## src/core/ext_bus_consts.svh

```systemverilog
/*
  constants of the external bus controller: config field positions,
  reset values and timing counts.
  assumes inclusion by bare name from every design module file.
*/
// Functional notes
// [RULE1] single-chip mode plus 16/8-bit data, multiplexed or demultiplexed modes
// [RULE2] external address width selectable as 16, 18, 20 or 24 bits
// [RULE3] demux: address on address port, data on addr/data port or low byte
// [RULE4] mux: addr/data port carries address first, then data
// [RULE5] cycle time, tri-state time, latch strobe length, rw delay programmable
// [RULE6] four address windows, each a select register plus bus config
// [RULE7] window four beats three, window two beats one on overlap
// [RULE8] addresses outside all windows use the default bus config
// [RULE9] five chip selects: four windows plus default region
// [RULE10] unlatched select bit bypasses filter, selects decoded straight from address
// [RULE11] ready input extends accesses; slow devices signal readiness on it
// [RULE12] arbitration enable hands request, acknowledge, hold pins to controller
// [RULE13] after reset: arbitration master, hold acknowledge driven as output
// [RULE14] direction bit one selects slave; hold acknowledge becomes input
// [RULE15] 1M, 256K, 64K space give four, two, zero segment lines
// [RULE16] full space drives all eight segment lines
// [RULE17] CAN lines on segment port limit segment output to 6 or 4
// [RULE18] during hold: outputs high impedance, accesses suspended until release
`ifndef EXT_BUS_CONSTS_SVH
`define EXT_BUS_CONSTS_SVH

// ==========================================
// bus config fields
`define CFG_WAIT_LO 0
`define CFG_WAIT_HI 3
`define CFG_TRI 4
`define CFG_ALE_LONG 5
`define CFG_RW_DLY 6
`define CFG_RDY_EN 7
`define CFG_RESET 8'h0f

// ==========================================
// window select fields: base above, size code below
`define SEL_BASE_LO 4
`define SEL_BASE_HI 15
`define SEL_SIZE_HI 3

// ==========================================
// timing counts in cycles
`define ALE_SHORT_CYC 4'h1
`define ALE_LONG_CYC 4'h2
`define TRI_CYC 4'h1

`endif

```

## src/core/ext_bus_pkg.sv

```systemverilog
/*
  types of the external bus controller.
  assumes nothing beyond a SystemVerilog compiler.
*/
package ext_bus_pkg;
  typedef enum logic [2:0] {
    MODE_SINGLE,
    MODE_D16_DEMUX,
    MODE_D16_MUX,
    MODE_D8_MUX,
    MODE_D8_DEMUX
  } bus_mode_t;

  // also the segment address space
  typedef enum logic [1:0] {
    AW_16,
    AW_18,
    AW_20,
    AW_24
  } addr_width_t;

  typedef enum logic [1:0] {
    CAN_NONE,
    CAN_LIMIT6,
    CAN_LIMIT4
  } can_assign_t;
endpackage

```

## src/core/ext_bus_ctrl.sv

```systemverilog
/*
  external bus controller: runs on-chip requests as external cycles.
  assumes a request is held until ack; configuration ports static
  while an access runs; pins resolved outside from the enables.
*/
`timescale 1ns/10ps
`default_nettype none
`include "ext_bus_consts.svh"
module ext_bus_ctrl
  import ext_bus_pkg::*;
(
  input wire logic clk_in,
  input wire logic rst_b_in,
  // on-chip request
  input wire logic req_in,
  input wire logic req_wr_in,
  input wire logic [23:0] req_addr_in,
  input wire logic [15:0] req_wdata_in,
  output logic ack_out,
  output logic [15:0] rdata_out,
  // configuration
  input wire bus_mode_t bus_mode_in,
  input wire addr_width_t addr_width_in,
  input wire can_assign_t can_assign_in,
  input wire logic [63:0] window_select_reg_in,
  input wire logic [7:0] default_bus_config_in,
  input wire logic [31:0] window_bus_config_in,
  input wire logic unlatched_select_bit_in,
  input wire logic arbitration_enable_in,
  input wire logic hold_ack_direction_bit_in,
  // address and data pins
  output logic [15:0] address_port_out,
  output logic address_port_oe_out,
  input wire logic [15:0] addr_data_port_in,
  output logic [15:0] addr_data_port_out,
  output logic [15:0] addr_data_port_oe_out,
  output logic [7:0] segment_out,
  output logic [7:0] segment_oe_out,
  // strobes and selects
  output logic ale_out,
  output logic rd_b_out,
  output logic wr_b_out,
  output logic ctrl_oe_out,
  output logic [4:0] cs_b_out,
  input wire logic ready_b_in,
  // arbitration
  input wire logic hold_b_in,
  input wire logic hold_ack_b_in,
  output logic hold_ack_b_out,
  output logic hold_ack_oe_out,
  output logic bus_request_b_out
);
  typedef enum logic [2:0] {
    ST_IDLE,
    ST_ADDR,
    ST_DLY,
    ST_DATA,
    ST_TRI,
    ST_HOLD
  } state_t;

  // ==========================================
  // window decode and segment lines
  logic [2:0] win_idx;
  logic [4:0] cs_hit;
  logic [7:0] seg_oe;
  logic [7:0] cfg;

  window_decode u_win (
    .addr_in(req_addr_in),
    .win_sel_in(window_select_reg_in),
    .win_idx_out(win_idx),
    .cs_hit_out(cs_hit)
  );

  segment_port u_seg (
    .aw_in(addr_width_in),
    .can_in(can_assign_in),
    .seg_oe_out(seg_oe)
  );

  // [RULE6] config of the hit window
  // [RULE8] default config when no window hits
  always_comb begin
    if (win_idx == 3'h0) begin
      cfg = default_bus_config_in;
    end else begin
      cfg = window_bus_config_in[(win_idx - 3'h1)*8 +: 8];
    end
  end

  function automatic logic is_mux(input bus_mode_t m);
    is_mux = (m == MODE_D16_MUX) || (m == MODE_D8_MUX);
  endfunction

  function automatic logic is_d8(input bus_mode_t m);
    is_d8 = (m == MODE_D8_MUX) || (m == MODE_D8_DEMUX);
  endfunction

  // [RULE2] address cut to the chosen width
  function automatic logic [23:0] cut_addr(input logic [23:0] a,
                                           input addr_width_t w);
    case (w)
      AW_16: cut_addr = {8'h00, a[15:0]};
      AW_18: cut_addr = {6'h00, a[17:0]};
      AW_20: cut_addr = {4'h0, a[19:0]};
      default: cut_addr = a;
    endcase
  endfunction

  // ==========================================
  // arbitration view
  logic slave;
  logic granted;
  assign slave = hold_ack_direction_bit_in;
  // [RULE14] slave owns bus only while acknowledge input is low
  assign granted = !slave || !hold_ack_b_in;

  // ==========================================
  // access state
  state_t state_r, state_nxt;
  logic [3:0] cnt_r, cnt_nxt;
  logic [7:0] cfg_r, cfg_nxt;
  logic wr_r, wr_nxt;
  logic [23:0] addr_r, addr_nxt;
  logic [15:0] wdata_r, wdata_nxt;
  logic [4:0] csl_r, csl_nxt;
  logic ack_r, ack_nxt;
  logic [15:0] rdata_r, rdata_nxt;
  logic go;
  logic held;
  logic rdy_ok;

  assign go = req_in && !ack_r && (bus_mode_in != MODE_SINGLE);
  // [RULE11] ready extends the data phase
  assign rdy_ok = !cfg_r[`CFG_RDY_EN] || !ready_b_in;

  always_comb begin
    state_nxt = state_r;
    cnt_nxt = cnt_r;
    cfg_nxt = cfg_r;
    wr_nxt = wr_r;
    addr_nxt = addr_r;
    wdata_nxt = wdata_r;
    csl_nxt = csl_r;
    ack_nxt = 1'b0;
    rdata_nxt = rdata_r;
    // [RULE12] hold handled only with arbitration enabled
    held = arbitration_enable_in && (slave ? !granted : !hold_b_in);
    case (state_r)
      ST_IDLE: begin
        // [RULE18] no new access while held
        if (held) begin
          state_nxt = ST_HOLD;
        end else if (go) begin
          // [RULE5] latch strobe length
          state_nxt = ST_ADDR;
          cnt_nxt = cfg[`CFG_ALE_LONG] ? `ALE_LONG_CYC : `ALE_SHORT_CYC;
          cfg_nxt = cfg;
          wr_nxt = req_wr_in;
          addr_nxt = cut_addr(req_addr_in, addr_width_in);
          wdata_nxt = req_wdata_in;
          csl_nxt = cs_hit;
        end
      end
      ST_ADDR: begin
        cnt_nxt = cnt_r - 4'h1;
        if (cnt_r == 4'h1) begin
          cnt_nxt = cfg_r[`CFG_WAIT_HI:`CFG_WAIT_LO];
          // [RULE5] read/write delay
          state_nxt = cfg_r[`CFG_RW_DLY] ? ST_DLY : ST_DATA;
        end
      end
      ST_DLY: begin
        state_nxt = ST_DATA;
      end
      ST_DATA: begin
        // [RULE5] memory cycle time
        if (cnt_r != 4'h0) begin
          cnt_nxt = cnt_r - 4'h1;
        end else if (rdy_ok) begin
          ack_nxt = 1'b1;
          if (is_d8(bus_mode_in)) begin
            rdata_nxt = {8'h00, addr_data_port_in[7:0]};
          end else begin
            rdata_nxt = addr_data_port_in;
          end
          // [RULE5] memory tri-state time
          if (cfg_r[`CFG_TRI]) begin
            state_nxt = ST_TRI;
            cnt_nxt = `TRI_CYC;
          end else begin
            state_nxt = ST_IDLE;
          end
        end
      end
      ST_TRI: begin
        cnt_nxt = cnt_r - 4'h1;
        if (cnt_r == 4'h1) begin
          state_nxt = ST_IDLE;
        end
      end
      ST_HOLD: begin
        // [RULE18] resume on release
        if (!held) begin
          state_nxt = ST_IDLE;
        end
      end
      default: begin
        state_nxt = ST_IDLE;
      end
    endcase
  end

  always_ff @(posedge clk_in or negedge rst_b_in) begin
    if (!rst_b_in) begin
      state_r <= ST_IDLE;
      cnt_r <= 4'h0;
      cfg_r <= `CFG_RESET;
      wr_r <= 1'b0;
      addr_r <= 24'h000000;
      wdata_r <= 16'h0000;
      csl_r <= 5'h00;
      ack_r <= 1'b0;
      rdata_r <= 16'h0000;
    end else begin
      state_r <= state_nxt;
      cnt_r <= cnt_nxt;
      cfg_r <= cfg_nxt;
      wr_r <= wr_nxt;
      addr_r <= addr_nxt;
      wdata_r <= wdata_nxt;
      csl_r <= csl_nxt;
      ack_r <= ack_nxt;
      rdata_r <= rdata_nxt;
    end
  end

  // ==========================================
  // pin drive, registered
  logic [15:0] apo_r, apo_nxt;
  logic apoe_r, apoe_nxt;
  logic [15:0] ado_r, ado_nxt;
  logic [15:0] adoe_r, adoe_nxt;
  logic [7:0] seg_r, seg_nxt;
  logic [7:0] segoe_r, segoe_nxt;
  logic ale_r, ale_nxt;
  logic rd_b_r, rd_b_nxt;
  logic wr_b_r, wr_b_nxt;
  logic ctoe_r, ctoe_nxt;
  logic [4:0] cs_b_r, cs_b_nxt;
  logic hab_r, hab_nxt;
  logic haoe_r, haoe_nxt;
  logic bus_request_out_b_r, bus_request_out_b_nxt;
  logic busy;
  logic strobe;
  logic [15:0] dmask;

  assign busy = (state_nxt != ST_IDLE) && (state_nxt != ST_HOLD);
  assign strobe = (state_nxt == ST_DATA);
  assign dmask = is_d8(bus_mode_in) ? 16'h00ff : 16'hffff;

  always_comb begin
    // [RULE1] single-chip leaves all bus pins undriven
    // [RULE18] held: everything released
    apoe_nxt = busy && !is_mux(bus_mode_in);
    apo_nxt = addr_nxt[15:0];
    ado_nxt = 16'h0000;
    adoe_nxt = 16'h0000;
    if (busy && is_mux(bus_mode_in) && (state_nxt == ST_ADDR)) begin
      // [RULE4] address phase on addr/data port
      ado_nxt = addr_nxt[15:0];
      adoe_nxt = 16'hffff;
    end else if (strobe && wr_nxt) begin
      // [RULE3] data on port or its low byte
      ado_nxt = wdata_nxt & dmask;
      adoe_nxt = dmask;
    end
    seg_nxt = addr_nxt[23:16];
    segoe_nxt = busy ? seg_oe : 8'h00;
    ale_nxt = (state_nxt == ST_ADDR);
    rd_b_nxt = !(strobe && !wr_nxt);
    wr_b_nxt = !(strobe && wr_nxt);
    ctoe_nxt = (bus_mode_in != MODE_SINGLE) && (state_nxt != ST_HOLD);
    // [RULE10] unlatched: straight from address
    if (unlatched_select_bit_in) begin
      cs_b_nxt = busy ? ~cs_hit : 5'h1f;
    end else begin
      cs_b_nxt = busy ? ~csl_nxt : 5'h1f;
    end
    // [RULE13] master drives acknowledge
    haoe_nxt = arbitration_enable_in ? !slave : 1'b1;
    hab_nxt = !(state_nxt == ST_HOLD && !slave);
    // [RULE12] request bus while held with work pending
    bus_request_out_b_nxt = !(arbitration_enable_in && held && req_in);
  end

  always_ff @(posedge clk_in or negedge rst_b_in) begin
    if (!rst_b_in) begin
      apo_r <= 16'h0000;
      apoe_r <= 1'b0;
      ado_r <= 16'h0000;
      adoe_r <= 16'h0000;
      seg_r <= 8'h00;
      segoe_r <= 8'h00;
      ale_r <= 1'b0;
      rd_b_r <= 1'b1;
      wr_b_r <= 1'b1;
      ctoe_r <= 1'b0;
      cs_b_r <= 5'h1f;
      hab_r <= 1'b1;
      haoe_r <= 1'b1;
      bus_request_out_b_r <= 1'b1;
    end else begin
      apo_r <= apo_nxt;
      apoe_r <= apoe_nxt;
      ado_r <= ado_nxt;
      adoe_r <= adoe_nxt;
      seg_r <= seg_nxt;
      segoe_r <= segoe_nxt;
      ale_r <= ale_nxt;
      rd_b_r <= rd_b_nxt;
      wr_b_r <= wr_b_nxt;
      ctoe_r <= ctoe_nxt;
      cs_b_r <= cs_b_nxt;
      hab_r <= hab_nxt;
      haoe_r <= haoe_nxt;
      bus_request_out_b_r <= bus_request_out_b_nxt;
    end
  end

  assign ack_out = ack_r;
  assign rdata_out = rdata_r;
  assign address_port_out = apo_r;
  assign address_port_oe_out = apoe_r;
  assign addr_data_port_out = ado_r;
  assign addr_data_port_oe_out = adoe_r;
  assign segment_out = seg_r;
  assign segment_oe_out = segoe_r;
  assign ale_out = ale_r;
  assign rd_b_out = rd_b_r;
  assign wr_b_out = wr_b_r;
  assign ctrl_oe_out = ctoe_r;
  assign cs_b_out = cs_b_r;
  assign hold_ack_b_out = hab_r;
  assign hold_ack_oe_out = haoe_r;
  assign bus_request_b_out = bus_request_out_b_r;
endmodule
`default_nettype wire

```

## src/core/window_decode.sv

```systemverilog
/*
  address window decode: four windows and a default region.
  assumes select words packed window one lowest.
*/
`timescale 1ns/10ps
`default_nettype none
`include "ext_bus_consts.svh"
module window_decode (
  // address and windows
  input wire logic [23:0] addr_in,
  input wire logic [63:0] win_sel_in,
  // result
  output logic [2:0] win_idx_out,
  output logic [4:0] cs_hit_out
);
  // base compared above the window size
  function automatic logic hit(input logic [23:0] a, input logic [15:0] s);
    logic [11:0] base;
    logic [11:0] msk;
    base = s[`SEL_BASE_HI:`SEL_BASE_LO];
    msk = 12'hfff << s[`SEL_SIZE_HI:0];
    hit = ((a[23:12] ^ base) & msk) == 12'h000;
  endfunction

  always_comb begin
    win_idx_out = 3'h0;
    // [RULE7] four over three over two over one
    for (int i = 0; i < 4; i++) begin
      if (hit(addr_in, win_sel_in[i*16 +: 16])) begin
        win_idx_out = 3'(i + 1);
      end
    end
    // [RULE9] one select per window plus default
    cs_hit_out = 5'h01 << win_idx_out;
  end
endmodule
`default_nettype wire

```

## src/core/segment_port.sv

```systemverilog
/*
  segment address port: upper address lines per space and CAN sharing.
  assumes address width and CAN assignment held stable by software.
*/
`timescale 1ns/10ps
`default_nettype none
`include "ext_bus_consts.svh"
module segment_port
  import ext_bus_pkg::*;
(
  // configuration
  input wire addr_width_t aw_in,
  input wire can_assign_t can_in,
  // output lines
  output logic [7:0] seg_oe_out
);
  logic [7:0] aw_mask;
  logic [7:0] can_mask;

  always_comb begin
    // [RULE15] four, two or no lines
    // [RULE16] all eight for full space
    case (aw_in)
      AW_16: aw_mask = 8'h00;
      AW_18: aw_mask = 8'h03;
      AW_20: aw_mask = 8'h0f;
      AW_24: aw_mask = 8'hff;
      default: aw_mask = 8'h00;
    endcase
    // [RULE17] CAN lines take priority
    case (can_in)
      CAN_LIMIT6: can_mask = 8'h3f;
      CAN_LIMIT4: can_mask = 8'h0f;
      default: can_mask = 8'hff;
    endcase
    seg_oe_out = aw_mask & can_mask;
  end
endmodule
`default_nettype wire

```

## config.mk

```make
export PLATFORM = sky130hd
export DESIGN_NAME = ext_bus_ctrl
export DESIGN_NICKNAME = d
export VERILOG_FILES = /design/src/core/ext_bus_pkg.sv /design/src/core/ext_bus_ctrl.sv /design/src/core/window_decode.sv /design/src/core/segment_port.sv
export VERILOG_INCLUDE_DIRS = /design/src /design/src/core
export SDC_FILE = /design/constraint.sdc
export NUM_CORES = 1
export LEC_CHECK = 0
export BUFFER_PORTS_ARGS = -buffer_cell sky130_fd_sc_hd__buf_4
export CORE_MARGIN = 2
export CORE_UTILIZATION = 32
export DETAILED_ROUTE_END_ITERATION = 6
export PLACE_DENSITY = 0.59
export RECOVER_POWER = 25
export SLEW_MARGIN = 10
export SYNTH_ARGS = -nofsm -noshare
export SYNTH_HDL_FRONTEND = slang
export SYNTH_HIERARCHICAL = 1
export SYNTH_SLANG_ARGS = --single-unit
```

## constraint.sdc

```tcl
create_clock -name clk_in -period 2.5 [get_ports clk_in]
set_clock_uncertainty 0.05 [all_clocks]
set_input_delay 0 -clock clk_in [delete_from_list [all_inputs] [get_ports clk_in]]
set_output_delay 0 -clock clk_in [all_outputs]
set_load 0.02 [all_outputs]
```

==> results of run 1 <==
-- per-layer routing --
layer | vias up | track usage [%]
met5 | - | 0
met1 | 2621 | 21.64
met4 | 0 | 6.863
li1 | 2758 | -
met3 | 28 | 5.098
met2 | 233 | 32.96
-- cell type report --
type                       count  share of cell area (%)
clock buffer                  20                   4.577
clock inverter                10                   1.329
inverter                      40                   1.568
multi-input combinational    382                   29.46
sequential                   116                   29.27
tap                          265                   3.323
timing repair buffer         382                   30.47
-- sequential cells by signal, indices dropped and copies added, names as in the netlist, 3 cells and up --
register,count
addr_data_port_out,16
address_port_out,15
cfg_r,7
cnt_r,4
cs_b_out,5
csl_r,5
rdata_out,16
segment_oe_out,8
segment_out,7
state_r,3
wdata_r,16
-- Yosys cell counts, types with 8 or more instances --
cell type  number  area share, %
dfstp_2        14            5.9
o32ai_1         8            1.1
inv_1          37            2.2
xor2_1         15            2.1
mux2i_1        29            4.7
a21oi_1        17            1.4
o21ai_0        40            3.2
buf_2           8           0.64
nand3_1        12           0.96
mux2_2         19            3.4
a22oi_1         8           0.96
buf_4          20            2.4
a21o_1          8           0.96
dfrtp_1       102             41
nand2_1        53            3.2
o2bb2ai_2       8            1.9
nor2_1         18            1.1
mux4_2          8            2.9
xnor2_1        33            4.6
-- metrics by stage --
| stage | util [%] | cells |
|---|---|---|
| floorplan | - | 576 |
| global placement | 44.82 | 1103 |
| detailed placement | 44.82 | 1103 |
| CTS | 52.14 | 1215 |
| global route | 51.77 | 1215 |
| finish | 51.77 | 1215 |
-- worst register-to-register path, delay by kind of cell (launching register included) --
| family | cells | cell delay [ns] |
|---|---|---|
| buffers and inverters | 1 | 0.10 |
| AOI/OAI and AO/OA | 3 | 0.93 |
| DFF | 1 | 0.39 |
| adders and majority gates | 1 | 0.19 |
| and+or+nand+nor | 1 | 0.43 |
-- logic make-up after synthesis --
logic type / Yosys count / synth area share [%]
AO/OA/AOI/OAI: 141 / 16.91
flip-flops: 116 / 46.81
multiplexers: 58 / 11.33
AND/OR/NAND/NOR: 129 / 10.59
XOR/XNOR: 48 / 6.739
adder cells (fa/ha/maj): 6 / 1.203
buffers and inverters: 78 / 6.418
-- layout by cell type, fill, tap and decap left out, types with 12 or more instances in the layout --
master         count
mux2_2            19
inv_1             36
xnor2_1           33
mux2i_1           29
o21ai_0           40
dlygate4sd3_1     82
nor2_1            18
nand3_1           12
clkbuf_16         17
dfrtp_1          102
nand2_1           53
a21oi_1           17
dfstp_2           14
buf_4            282
xor2_1            15
clkbuf_1          15
-- power by group through the flow --
stage                     registers (W)  logic (W)  clock network [W]
final                           0.00311    0.00448            0.00241
after floorplan                 0.00368    0.00218                  0
after CTS                       0.00312    0.00460            0.00249
after global placement          0.00313    0.00446                  0
after detailed placement        0.00314    0.00449                  0
after global routing            0.00321    0.00491            0.00258
-- what timing repair did --
| item | 4_1_cts | 5_1_grt |
|---|---|---|
| hold endpoints to repair | 137 | 0 |
| setup endpoints to repair | 0 | 0 |
| hold buffers | 82 | 0 |
-- final timing paths --
check | from | endpoint | slack [ns] | depth (start not counted)
max | req_addr_in[14] | cnt_r[1] | 0.26 | 13
min | ready_b_in | ack_out | 0.02 | 4
max reg2reg | cnt_r[1] | segment_oe_out[0] | 0.27 | 6
min reg2reg | wdata_r[12] | wdata_r[12] | 0.43 | 2
max in group asynchronous | rst_b_in | segment_oe_out[1] | 0.52 | 3
min in group asynchronous | rst_b_in | addr_data_port_out[7] | 0.32 | 2
==> results by group, run 1 <==
Clocking
  – CTS tree: built
  – Post-CTS sizing: 0
  – Clock buffer depth: 2
  – CTS buffer count: 17
  – CTS Sinks: 116
  – H-Tree Depth: 4
  – Worst-Skew Late Latency: 0.40 ns
  – Postcts setup bufs: 0
  – Root buf cell: clkbuf_16
  – Clock transition at the registers of the reported paths: 0.05 ns

Pwr
  – Seq pwr share: 31.1%
  – Clock power frac: 24.1%
  – PwrDens: 1002 nW/um^2
  – Logic pwr share: 44.8%
  – Leak Pwr: 4.894 nW
  – Sw Ratio: 37.30%
  – Total power: 0.009999 W
  – Worst VDD drop: 426.8 uV
  – P_int: 0.006270 W
  – Net Switching: 0.003729 W

Timing
  – Hold WS: 0.01903 ns
  – Unrepaired setup endpoints after global routing: false
  – Final WS setup: 0.2578 ns
  – Final worst path period need: 2.242 ns
  – Final hold vios: 0
  – Relative slew slack: 24.52%
  – Measured slew at the worst slew-check pin: 1.132 ns
  – Fmax: 446.0 MHz
  – Setup_tns: 0 ns
  – Final Max Tran Viols: 0
  – Setup violators final: 0
  – Final Cycle Share: 89.69%

Synth
  – Share of flip-flops with an asynchronous set or reset: 100.0%
  – Number of flops mapped to enable cells by yosys: 0
  – Yosys warnings: 6
  – Sequential cell area fraction in the yosys report: 46.81%
  – Ys flop type: dfrtp_1
  – Synthesis-stage register bit count: 116
  – Syn Area/Cell: 10.83 um^2
  – Post-Syn Instances: 576
  – Synth Net Count: 759
  – Cell variety after synth: 80
  – Synth Cell Area: 6238 um^2

Route
  – Detailed Routing Iterations Pass 1: 4
  – Wirelength per Cell: 15.69 um
  – Met1 wire length: 7.845 mm
  – Drt total wl: 19.06 mm
  – 1st-iter DRT viols: 178
  – Met2 WL: 9.446 mm
  – Routed Antenna Nets: 0
  – Drt drc: 0
  – Vias after detailed routing: 5640
  – Vias/cell: 4.642
  – Met3 Wirelength: 1.297 mm
  – Max Used Layer: met4

Setup path
  – Worst-path cell chain: buf_4 -> xnor2_1 -> a21oi_1 -> nor4_1 -> o221ai_1 -> a21oi_1 -> inv_1 -> ha_1 -> or3_4 -> o21ai_4 -> nand2_1 -> a31oi_1 -> a22o_2
  – Most frequent cell on the critical path: a21oi_1
  – Slowest CP cell: or3_4
  – Buffers plus inverters on the worst setup path: 2
  – CP max stage delay: 0.39 ns
  – Arr. time, crit path: 2.53 ns
  – Worst-path fanout max: 5
  – Worst Setup Start Kind: input port
  – CP Capture Type: register
  – Worst EP required: 2.79 ns
  – CP delay by family, top: compound AO/OA/AOI/OAI gates
  – Crit path kind: in2reg

GRT
  – Antenna violations before repair: 0
  – Grt total ovfl: 0
  – Largest net degree at the start of global routing: 68
  – Vias in the first global route: 5914
  – Total track usage: 18.67%
  – First-pass GRT wire length: 29.70 mm

Cells and area
  – Area occupied by multi-input gates: 2939 um^2
  – Post-layout instance area: 9977 um^2
  – Share of layout cells above drive strength 1: 41.58%
  – Nets: 1122
  – Fillers: 1807
  – Area Overhead vs Synth: 59.93%
  – ANT cells: 0
  – FF/Latch Area: 2920 um^2

Status
  – Status: complete, no violations

Floorplan
  – I/O pins: 271
  – Row cnt: 51
  – Die area: 20630 um^2
  – Die Wd: 143.6 um
  – Starting Density: 32.37%
  – Die Span Y: 143.6 um
  – Placeable Area: 19270 um^2

Worst hold path
  – Worst hold-check path type: in2reg

Place
  – Placed instance area: 8637 um^2
  – Port Buffers: 270
  – Post-place setup slack: -0.1454 ns
  – Gpl congestion: 0.9528
  – Hpwl dp: 14.26 mm

Run
  – MaxCap Viol Count: 0
(Power assumes the default switching activity.)
==> run 2, diff against run 1 <==
- ABC_AREA: not set -> 1
- HOLD_SLACK_MARGIN: not set -> 0.12
- PLACE_DENSITY: 0.59 -> 0.58
==> run 2 against run 1 <==
- global-route usage increased by 1.3 points
- first-iteration DRC count is 88% higher
- sequential cell count is the same
- largest power group unchanged
- count of clock-buffer cells in the layout grew 1
==> results by group, run 2 <==
Synth
  – Commonest cells in the netlist: nand2_1 (360), dfrtp_1 (102), inv_1 (100)
  – Synth Net Count: 1134
  – Cell variety after synth: 39
  – Number of flops mapped to enable cells by yosys: 0
  – Yosys warnings: 6
  – Post-Syn Instances: 951
  – Sequential cell area fraction in the yosys report: 42.74%
  – Top cells by area, synth: dfrtp_1 (37%), nand2_1 (20%), inv_1 (5.5%), dfstp_2 (5.4%), nand3_1 (4.5%)
  – Synth Area in Compound Gates: 6.885%
  – Largest family of logic cells by synthesized area: simple AND/OR/NAND/NOR gates
  – Mux cell area share after synthesis: 0%
  – Synth Cell Area: 6833 um^2
  – Most frequent cell after synthesis: nand2_1
  – Ys flop type: dfrtp_1
  – Syn Area/Cell: 7.185 um^2
  – Post-Synth XOR/XNOR Area: 3.717%
  – Area leader, netlist: dfrtp_1
  – Post-Synth Simple-Gate Area: 35.43%
  – Synthesis-stage register bit count: 116
  – Yosys top cell area share: 37.36%
  – Synth Area in Adders: 1.099%
  – Share of flip-flops with an asynchronous set or reset: 100.0%

Setup path
  – Worst-path fanout max: 16
  – Arr. time, crit path: 2.51 ns
  – CP Capture Type: register
  – Worst EP required: 2.76 ns
  – Crit path kind: in2reg
  – Worst Setup Start Kind: input port
  – CP max stage delay: 0.54 ns
  – Slowest CP cell: dlygate4sd3_1
  – Most frequent cell on the critical path: nand2_1
  – CP delay by family, top: simple AND/OR/NAND/NOR gates
  – Worst-path cell chain: dlygate4sd3_1 -> buf_4 -> or2_1 -> nand3_2 -> nand2_1 -> nor2_2 -> nand3_4 -> nand2_2 -> nand2_4 -> inv_1 -> inv_1 -> ha_4 -> nand2_1 -> o21ai_0 -> nand2_1 -> nand2_1 -> nand2_1 -> nand2_1 -> nand2_1
  – Buffers plus inverters on the worst setup path: 4

Cells and area
  – Fillers: 2067
  – ANT cells: 0
  – Share of layout cells above drive strength 1: 25.88%
  – Util after Layout: 51.03%
  – Most frequent cells in the layout: nand2_1 (359), buf_4 (249), dlygate4sd3_1 (116)
  – Nets: 1508
  – Area Overhead vs Synth: 57.00%
  – Commonest non-fill, non-tap cell in the layout: nand2_1

Pwr
  – Logic pwr share: 46.3%
  – Leak Pwr: 5.744 nW
  – PwrDens: 927.7 nW/um^2
  – Clock power frac: 23.5%
  – Total power: 0.009953 W
  – Seq pwr share: 30.2%
  – P_int: 0.005828 W
  – Net Switching: 0.004125 W
  – Sw Ratio: 41.45%
  – Worst VDD drop: 346.0 uV

Floorplan
  – Starting Density: 32.50%
  – Die area: 22540 um^2
  – Die Span Y: 150.1 um
  – I/O pins: 271
  – Die Wd: 150.1 um
  – Placeable Area: 21020 um^2
  – Row cnt: 53

Timing
  – Final Cycle Share: 89.94%
  – Relative slew slack: 12.95%
  – Measured slew at the worst slew-check pin: 1.306 ns
  – Fmax: 444.7 MHz
  – Setup_tns: 0 ns
  – Final Max Tran Viols: 0
  – Setup violators final: 0
  – Unrepaired setup endpoints after global routing: false
  – Final hold vios: 0
  – Final worst path period need: 2.248 ns

Place
  – Gpl congestion: 0.8620
  – Hpwl dp: 16.33 mm
  – Port Buffers: 270

Clocking
  – H-Tree Depth: 4
  – Clock buffer depth: 2
  – CTS tree: built
  – Clock transition at the registers of the reported paths: 0.06 ns
  – CTS buffer count: 17
  – Worst-Skew Late Latency: 0.41 ns
  – Postcts setup bufs: 0
  – Root buf cell: clkbuf_16
  – CTS Sinks: 116

Route
  – Drt total wl: 22.65 mm
  – Vias after detailed routing: 7304
  – Detailed Routing Iterations Pass 1: 5
  – Routed Antenna Nets: 0
  – Wirelength per Cell: 14.05 um
  – Vias/cell: 4.531
  – 1st-iter DRT viols: 335
  – Drt drc: 0

GRT
  – First-pass GRT wire length: 35.27 mm
  – Total track usage: 19.96%
  – Vias in the first global route: 6980
  – Antenna violations before repair: 0
  – Grt total ovfl: 0
  – Largest net degree at the start of global routing: 53

Worst hold path
  – Worst hold-check path type: in2reg

Status
  – Status: complete, no violations

Run
  – MaxCap Viol Count: 0
run 2: cell count changes in the layout (fill, tap and decap cells not counted), moves of 21 or more:
cell | previous run | this run
nand3_1 | 12 | 61
nor2_1 | 18 | 70
nand4_1 | 1 | 22
buf_4 | 282 | 249
mux2i_1 | 29 | 0
dlygate4sd3_1 | 82 | 116
inv_1 | 36 | 99
xnor2_1 | 33 | 2
nand2_1 | 53 | 359
run 2: power groups by stage:
stage          sequential, W  combinational (W)  clock, W
3_3_place_gp         0.00302            0.00454         0
3_5_place_dp         0.00304            0.00457         0
6_report             0.00301            0.00461   0.00234
5_1_grt              0.00309            0.00509   0.00248
2_1_floorplan        0.00355            0.00233         0
4_1_cts              0.00301            0.00475   0.00239
run 2: worst register-to-register path, stage by stage (launching register included):
cell	delay [ns]
dfrtp_1	0.38
inv_1	0.13
nand2_2	0.09
nor2_4	0.16
nand3_1	0.17
nand2_1	0.21
nor2_8	0.08
nor2_4	0.38
nand2_1	0.18
o21ai_1	0.15
run 2: what timing repair did:
action	4_1_cts	5_1_grt
endpoints found under the setup margin	0	10
resized for setup	0	13
hold endpoints to repair	191	0
hold buffers	116	0
run 2: layout make-up:
type / instances / area [um^2] / share of cell area (%)
flip-flops and latches: 116 / 2920 / 27.22
repair buffers: 401 / 3218 / 30.00
well taps: 275 / 344.1 / 3.207
clock buffers: 21 / 460.4 / 4.292
clock inverters: 10 / 107.6 / 1.003
inverters: 108 / 405.4 / 3.779
multi-input cells: 681 / 3272 / 30.50
run 2: worst paths after layout:
path / startpoint / to / slack (ns) / cells after the start
worst max-delay path: req_addr_in[23] / cnt_r[0] / 0.25 / 19
max in group asynchronous: rst_b_in / cs_b_out[2] / 0.92 / 3
min in group asynchronous: rst_b_in / segment_out[2] / 0.37 / 2
worst min register to register: csl_r[4] / csl_r[4] / 0.42 / 2
worst max register to register: state_r[1] / addr_data_port_oe_out[14] / 0.45 / 9
worst min-delay path: hold_ack_b_in / cs_b_out[4] / 0.13 / 5
run 2: cells by family after synthesis:
| group | count (synthesis) |
|---|---|
| and+or+nand+nor | 560 |
| DFF | 116 |
| buffers and inverters | 154 |
| adders and majority gates | 6 |
| AOI/OAI and AO/OA | 86 |
| xor gates and xnor gates | 29 |
run 2: per-layer routing:
layer | wire, um | track usage, % | vias to the layer above | share of wire [%]
li1 | - | - | 3702 | -
met1 | 9919 | 25.35 | 3307 | 44
met2 | 11040 | 33.61 | 253 | 49
met3 | 1170 | 3.848 | 42 | 5.2
met4 | 527 | 7.642 | 0 | 2.3
met5 | 0 | 0 | - | 0
run 2: per-stage QoR:
stage                     setup slack, ns  area (um^2)  cells  hold slack (ns)
after floorplan                   0.07342         6835    951          -0.3456
after global placement             0.1142         9062   1465          0.03562
after detailed placement          0.01201         9062   1465          0.03381
after CTS                        0.006115        10790   1612           0.1232
after global routing              0.01302        10730   1612           0.1627
final                              0.2515        10730   1612           0.1288
==> run 3, diff against run 2 <==
- CORE_UTILIZATION: 32 -> 49
- PLACE_DENSITY: 0.58 -> 0.82
- SYNTH_HIERARCHICAL: 1 -> not set
==> run 3 against run 2 <==
- the flow now finishes with violations (design-rule violations)
- sequential cell count fell by 4
- die area down 37%
- clock power down 42%
- sequential share of layout area grew 1.3 points
- critical path depth is 1 lower
- global-route usage up 10 points
- synthesized area shrank 4.1%
- fmax shrank 3.6%
- sequential power barely moved
- wire length is 4.5% lower
- final cell count is 11% lower
- first-iteration DRC count is 62% higher
- critical path type unchanged
==> results by group, run 3 <==
Clocking
  – Worst-Skew Late Latency: 0.34 ns
  – H-Tree Depth: 3
  – Clock transition at the registers of the reported paths: 0.07 ns
  – Root buf cell: clkbuf_16
  – CTS buffer count: 9
  – CTS tree: built
  – CTS Sinks: 112
  – Clock buffer depth: 2

GRT
  – First-pass GRT wire length: 34.18 mm
  – Total track usage: 30.05%
  – Grt total ovfl: 0
  – Largest net degree at the start of global routing: 113
  – Vias in the first global route: 7065
  – Antenna violations before repair: 0

Route
  – Drt drc: 7
  – Vias after detailed routing: 7053
  – Vias/cell: 4.939
  – 1st-iter DRT viols: 542
  – Wirelength per Cell: 15.15 um
  – Drt total wl: 21.64 mm
  – Routed Antenna Nets: 0
  – Detailed Routing Iterations Pass 1: 7

Cells and area
  – Final cell count without fillers: 1428
  – Util after Layout: 75.37%
  – Nets: 1431
  – Fillers: 937
  – Area Overhead vs Synth: 51.17%
  – Most frequent cells in the layout: nand2_1 (352), buf_4 (287), dfrtp_1 (98)
  – Commonest non-fill, non-tap cell in the layout: nand2_1
  – ANT cells: 0
  – Share of layout cells above drive strength 1: 30.03%

Timing
  – Setup violators final: 0
  – Final Cycle Share: 93.28%
  – Final hold vios: 0
  – Hold WS: 0.1350 ns
  – Final Max Tran Viols: 0
  – Setup_tns: 0 ns
  – Fmax: 428.8 MHz
  – Measured slew at the worst slew-check pin: 1.471 ns
  – Relative slew slack: 1.954%
  – Final worst path period need: 2.332 ns

Pwr
  – PwrDens: 884.9 nW/um^2
  – Worst VDD drop: 448.8 uV
  – Leak Pwr: 5.451 nW

Setup path
  – Worst-path cell chain: dlygate4sd3_1 -> buf_6 -> or2_0 -> nand3_1 -> nand2_1 -> nor2_1 -> nand2_1 -> nor2_4 -> nand3_4 -> nand2_4 -> inv_1 -> ha_1 -> nor2_1 -> nand2_1 -> o22ai_4 -> buf_4 -> a21oi_1 -> nor2_1
  – Worst-path fanout max: 6
  – Arr. time, crit path: 2.57 ns
  – CP max stage delay: 0.57 ns
  – Buffers plus inverters on the worst setup path: 4
  – CP delay by family, top: simple AND/OR/NAND/NOR gates
  – CP Capture Type: register
  – Reg2reg setup slack: 0.24 ns
  – Worst Setup Start Kind: input port
  – Slowest CP cell: dlygate4sd3_1
  – Crit path kind: in2reg
  – Worst EP required: 2.73 ns

Synth
  – Synth Net Count: 1083
  – Sequential cell area fraction in the yosys report: 43.06%
  – Ys flop type: dfrtp_1
  – Top cells by area, synth: dfrtp_1 (37%), nand2_1 (20%), dfstp_2 (5.6%), inv_1 (4.9%), nor2_1 (3.7%)
  – Syn Area/Cell: 7.286 um^2
  – Yosys warnings: 0
  – Most frequent cell after synthesis: nand2_1
  – Share of flip-flops with an asynchronous set or reset: 100.0%
  – Synth Cell Area: 6550 um^2
  – Number of flops mapped to enable cells by yosys: 0
  – Cell variety after synth: 46
  – Commonest cells in the netlist: nand2_1 (355), dfrtp_1 (98), inv_1 (85)
  – Area leader, netlist: dfrtp_1
  – Post-Syn Instances: 899
  – Yosys top cell area share: 37.44%
  – Synthesis-stage register bit count: 112

Floorplan
  – Die area: 14310 um^2
  – Row cnt: 42
  – I/O pins: 271
  – Placeable Area: 13140 um^2
  – Starting Density: 49.86%
  – Die Wd: 119.6 um
  – Die Span Y: 119.6 um

Worst hold path
  – Worst hold-check path type: in2reg

Run
  – MaxCap Viol Count: 0

Status
  – Failing checks: design-rule violations
  – Status: finished, violations left

Place
  – Gpl congestion: 0.9019
  – Port Buffers: 270
  – Hpwl dp: 14.69 mm
  – Inst Count DP: 1311
[run 3: cell types whose count changed in the layout (fill, tap and decap cells not counted), sizes merged, moves of 6 or more]
| cell | change |
|---|---|
| dlygate4sd3 | -22 |
| o21ai | +6 |
| nand4 | -16 |
| nand3 | -17 |
| nand2 | -13 |
| a21oi | -19 |
| nand3b | +8 |
| buf | +36 |
| nor2 | -9 |
| clkbuf | -39 |
| mux2 | +8 |
[run 3: area by class of cell]
cell class	instances	area (um^2)	area share (%)
Timing Repair Buffer	385	3133	31.64
Multi-Input combinational cell	634	3058	30.88
Sequential cell	112	2820	28.48
Inverter	105	394.1	3.980
Clock buffer	12	246.5	2.489
Tap cell	176	220.2	2.224
Clock inverter	4	30.03	0.3033
[run 3: worst min-delay path, stage by stage]
cell and delay (ns):
buf_4 0.11, nor2_1 0.09, o21ai_1 0.11, a21oi_1 0.16, nor2_1 0.06
[run 3: through the flow]
| step | area [um^2] | total power, W | worst slack, ns |
|---|---|---|---|
| 2_1_floorplan | 6550 | 0.005543 | 0.2252 |
| 3_3_place_gp | 8617 | 0.007088 | 0.3002 |
| 5_1_grt | 9902 | 0.009327 | -0.009245 |
| 3_5_place_dp | 8617 | 0.007179 | 0.2422 |
| 6_report | 9902 | 0.008763 | 0.1680 |
| 4_1_cts | 9834 | 0.008643 | 0.06319 |
[run 3: routing by layer]
| layer | vias to the layer above | wire length [um] | GRT usage [%] |
|---|---|---|---|
| met5 | - | 0 | 0 |
| met1 | 3181 | 8173 | 34.15 |
| met4 | 0 | 771 | 12.94 |
| met3 | 67 | 1670 | 4.848 |
| li1 | 3459 | - | - |
| met2 | 346 | 11020 | 55.50 |
[run 3: power breakdown]
| part | internal (W) | switching [W] |
|---|---|---|
| Combinational | 0.00178 | 0.00262 |
| Sequential | 0.00262 | 0.000383 |
| Clock | 0.000709 | 0.000651 |
| Total | 0.00511 | 0.00365 |
[run 3: final timing paths]
kind / cells past startpoint / end / from
min in group asynchronous: 3 / rdata_out[8] / rst_b_in
setup reg to reg: 12 / addr_data_port_out[3] / state_r[1]
hold reg to reg: 2 / wdata_r[6] / wdata_r[6]
max in group asynchronous: 3 / segment_out[6] / rst_b_in
setup / recovery: 18 / cfg_r[2] / req_addr_in[19]
hold / removal: 5 / cfg_r[0] / window_bus_config_in[24]
[run 3: cells by family after synthesis]
kind of cell | synth area share, %
buffers and inverters | 10.60
adders and majority gates | 1.337
xor gates and xnor gates | 3.878
DFF | 43.06
and+or+nand+nor | 32.72
AOI/OAI and AO/OA | 7.030
muxes | 1.375
[run 3: timing repair]
action,CTS,global route
endpoints found under the setup margin,0,26
buffers inserted,0,7
hold buffers,94,0
gates resized for setup,0,9
endpoints found under the hold margin,211,0
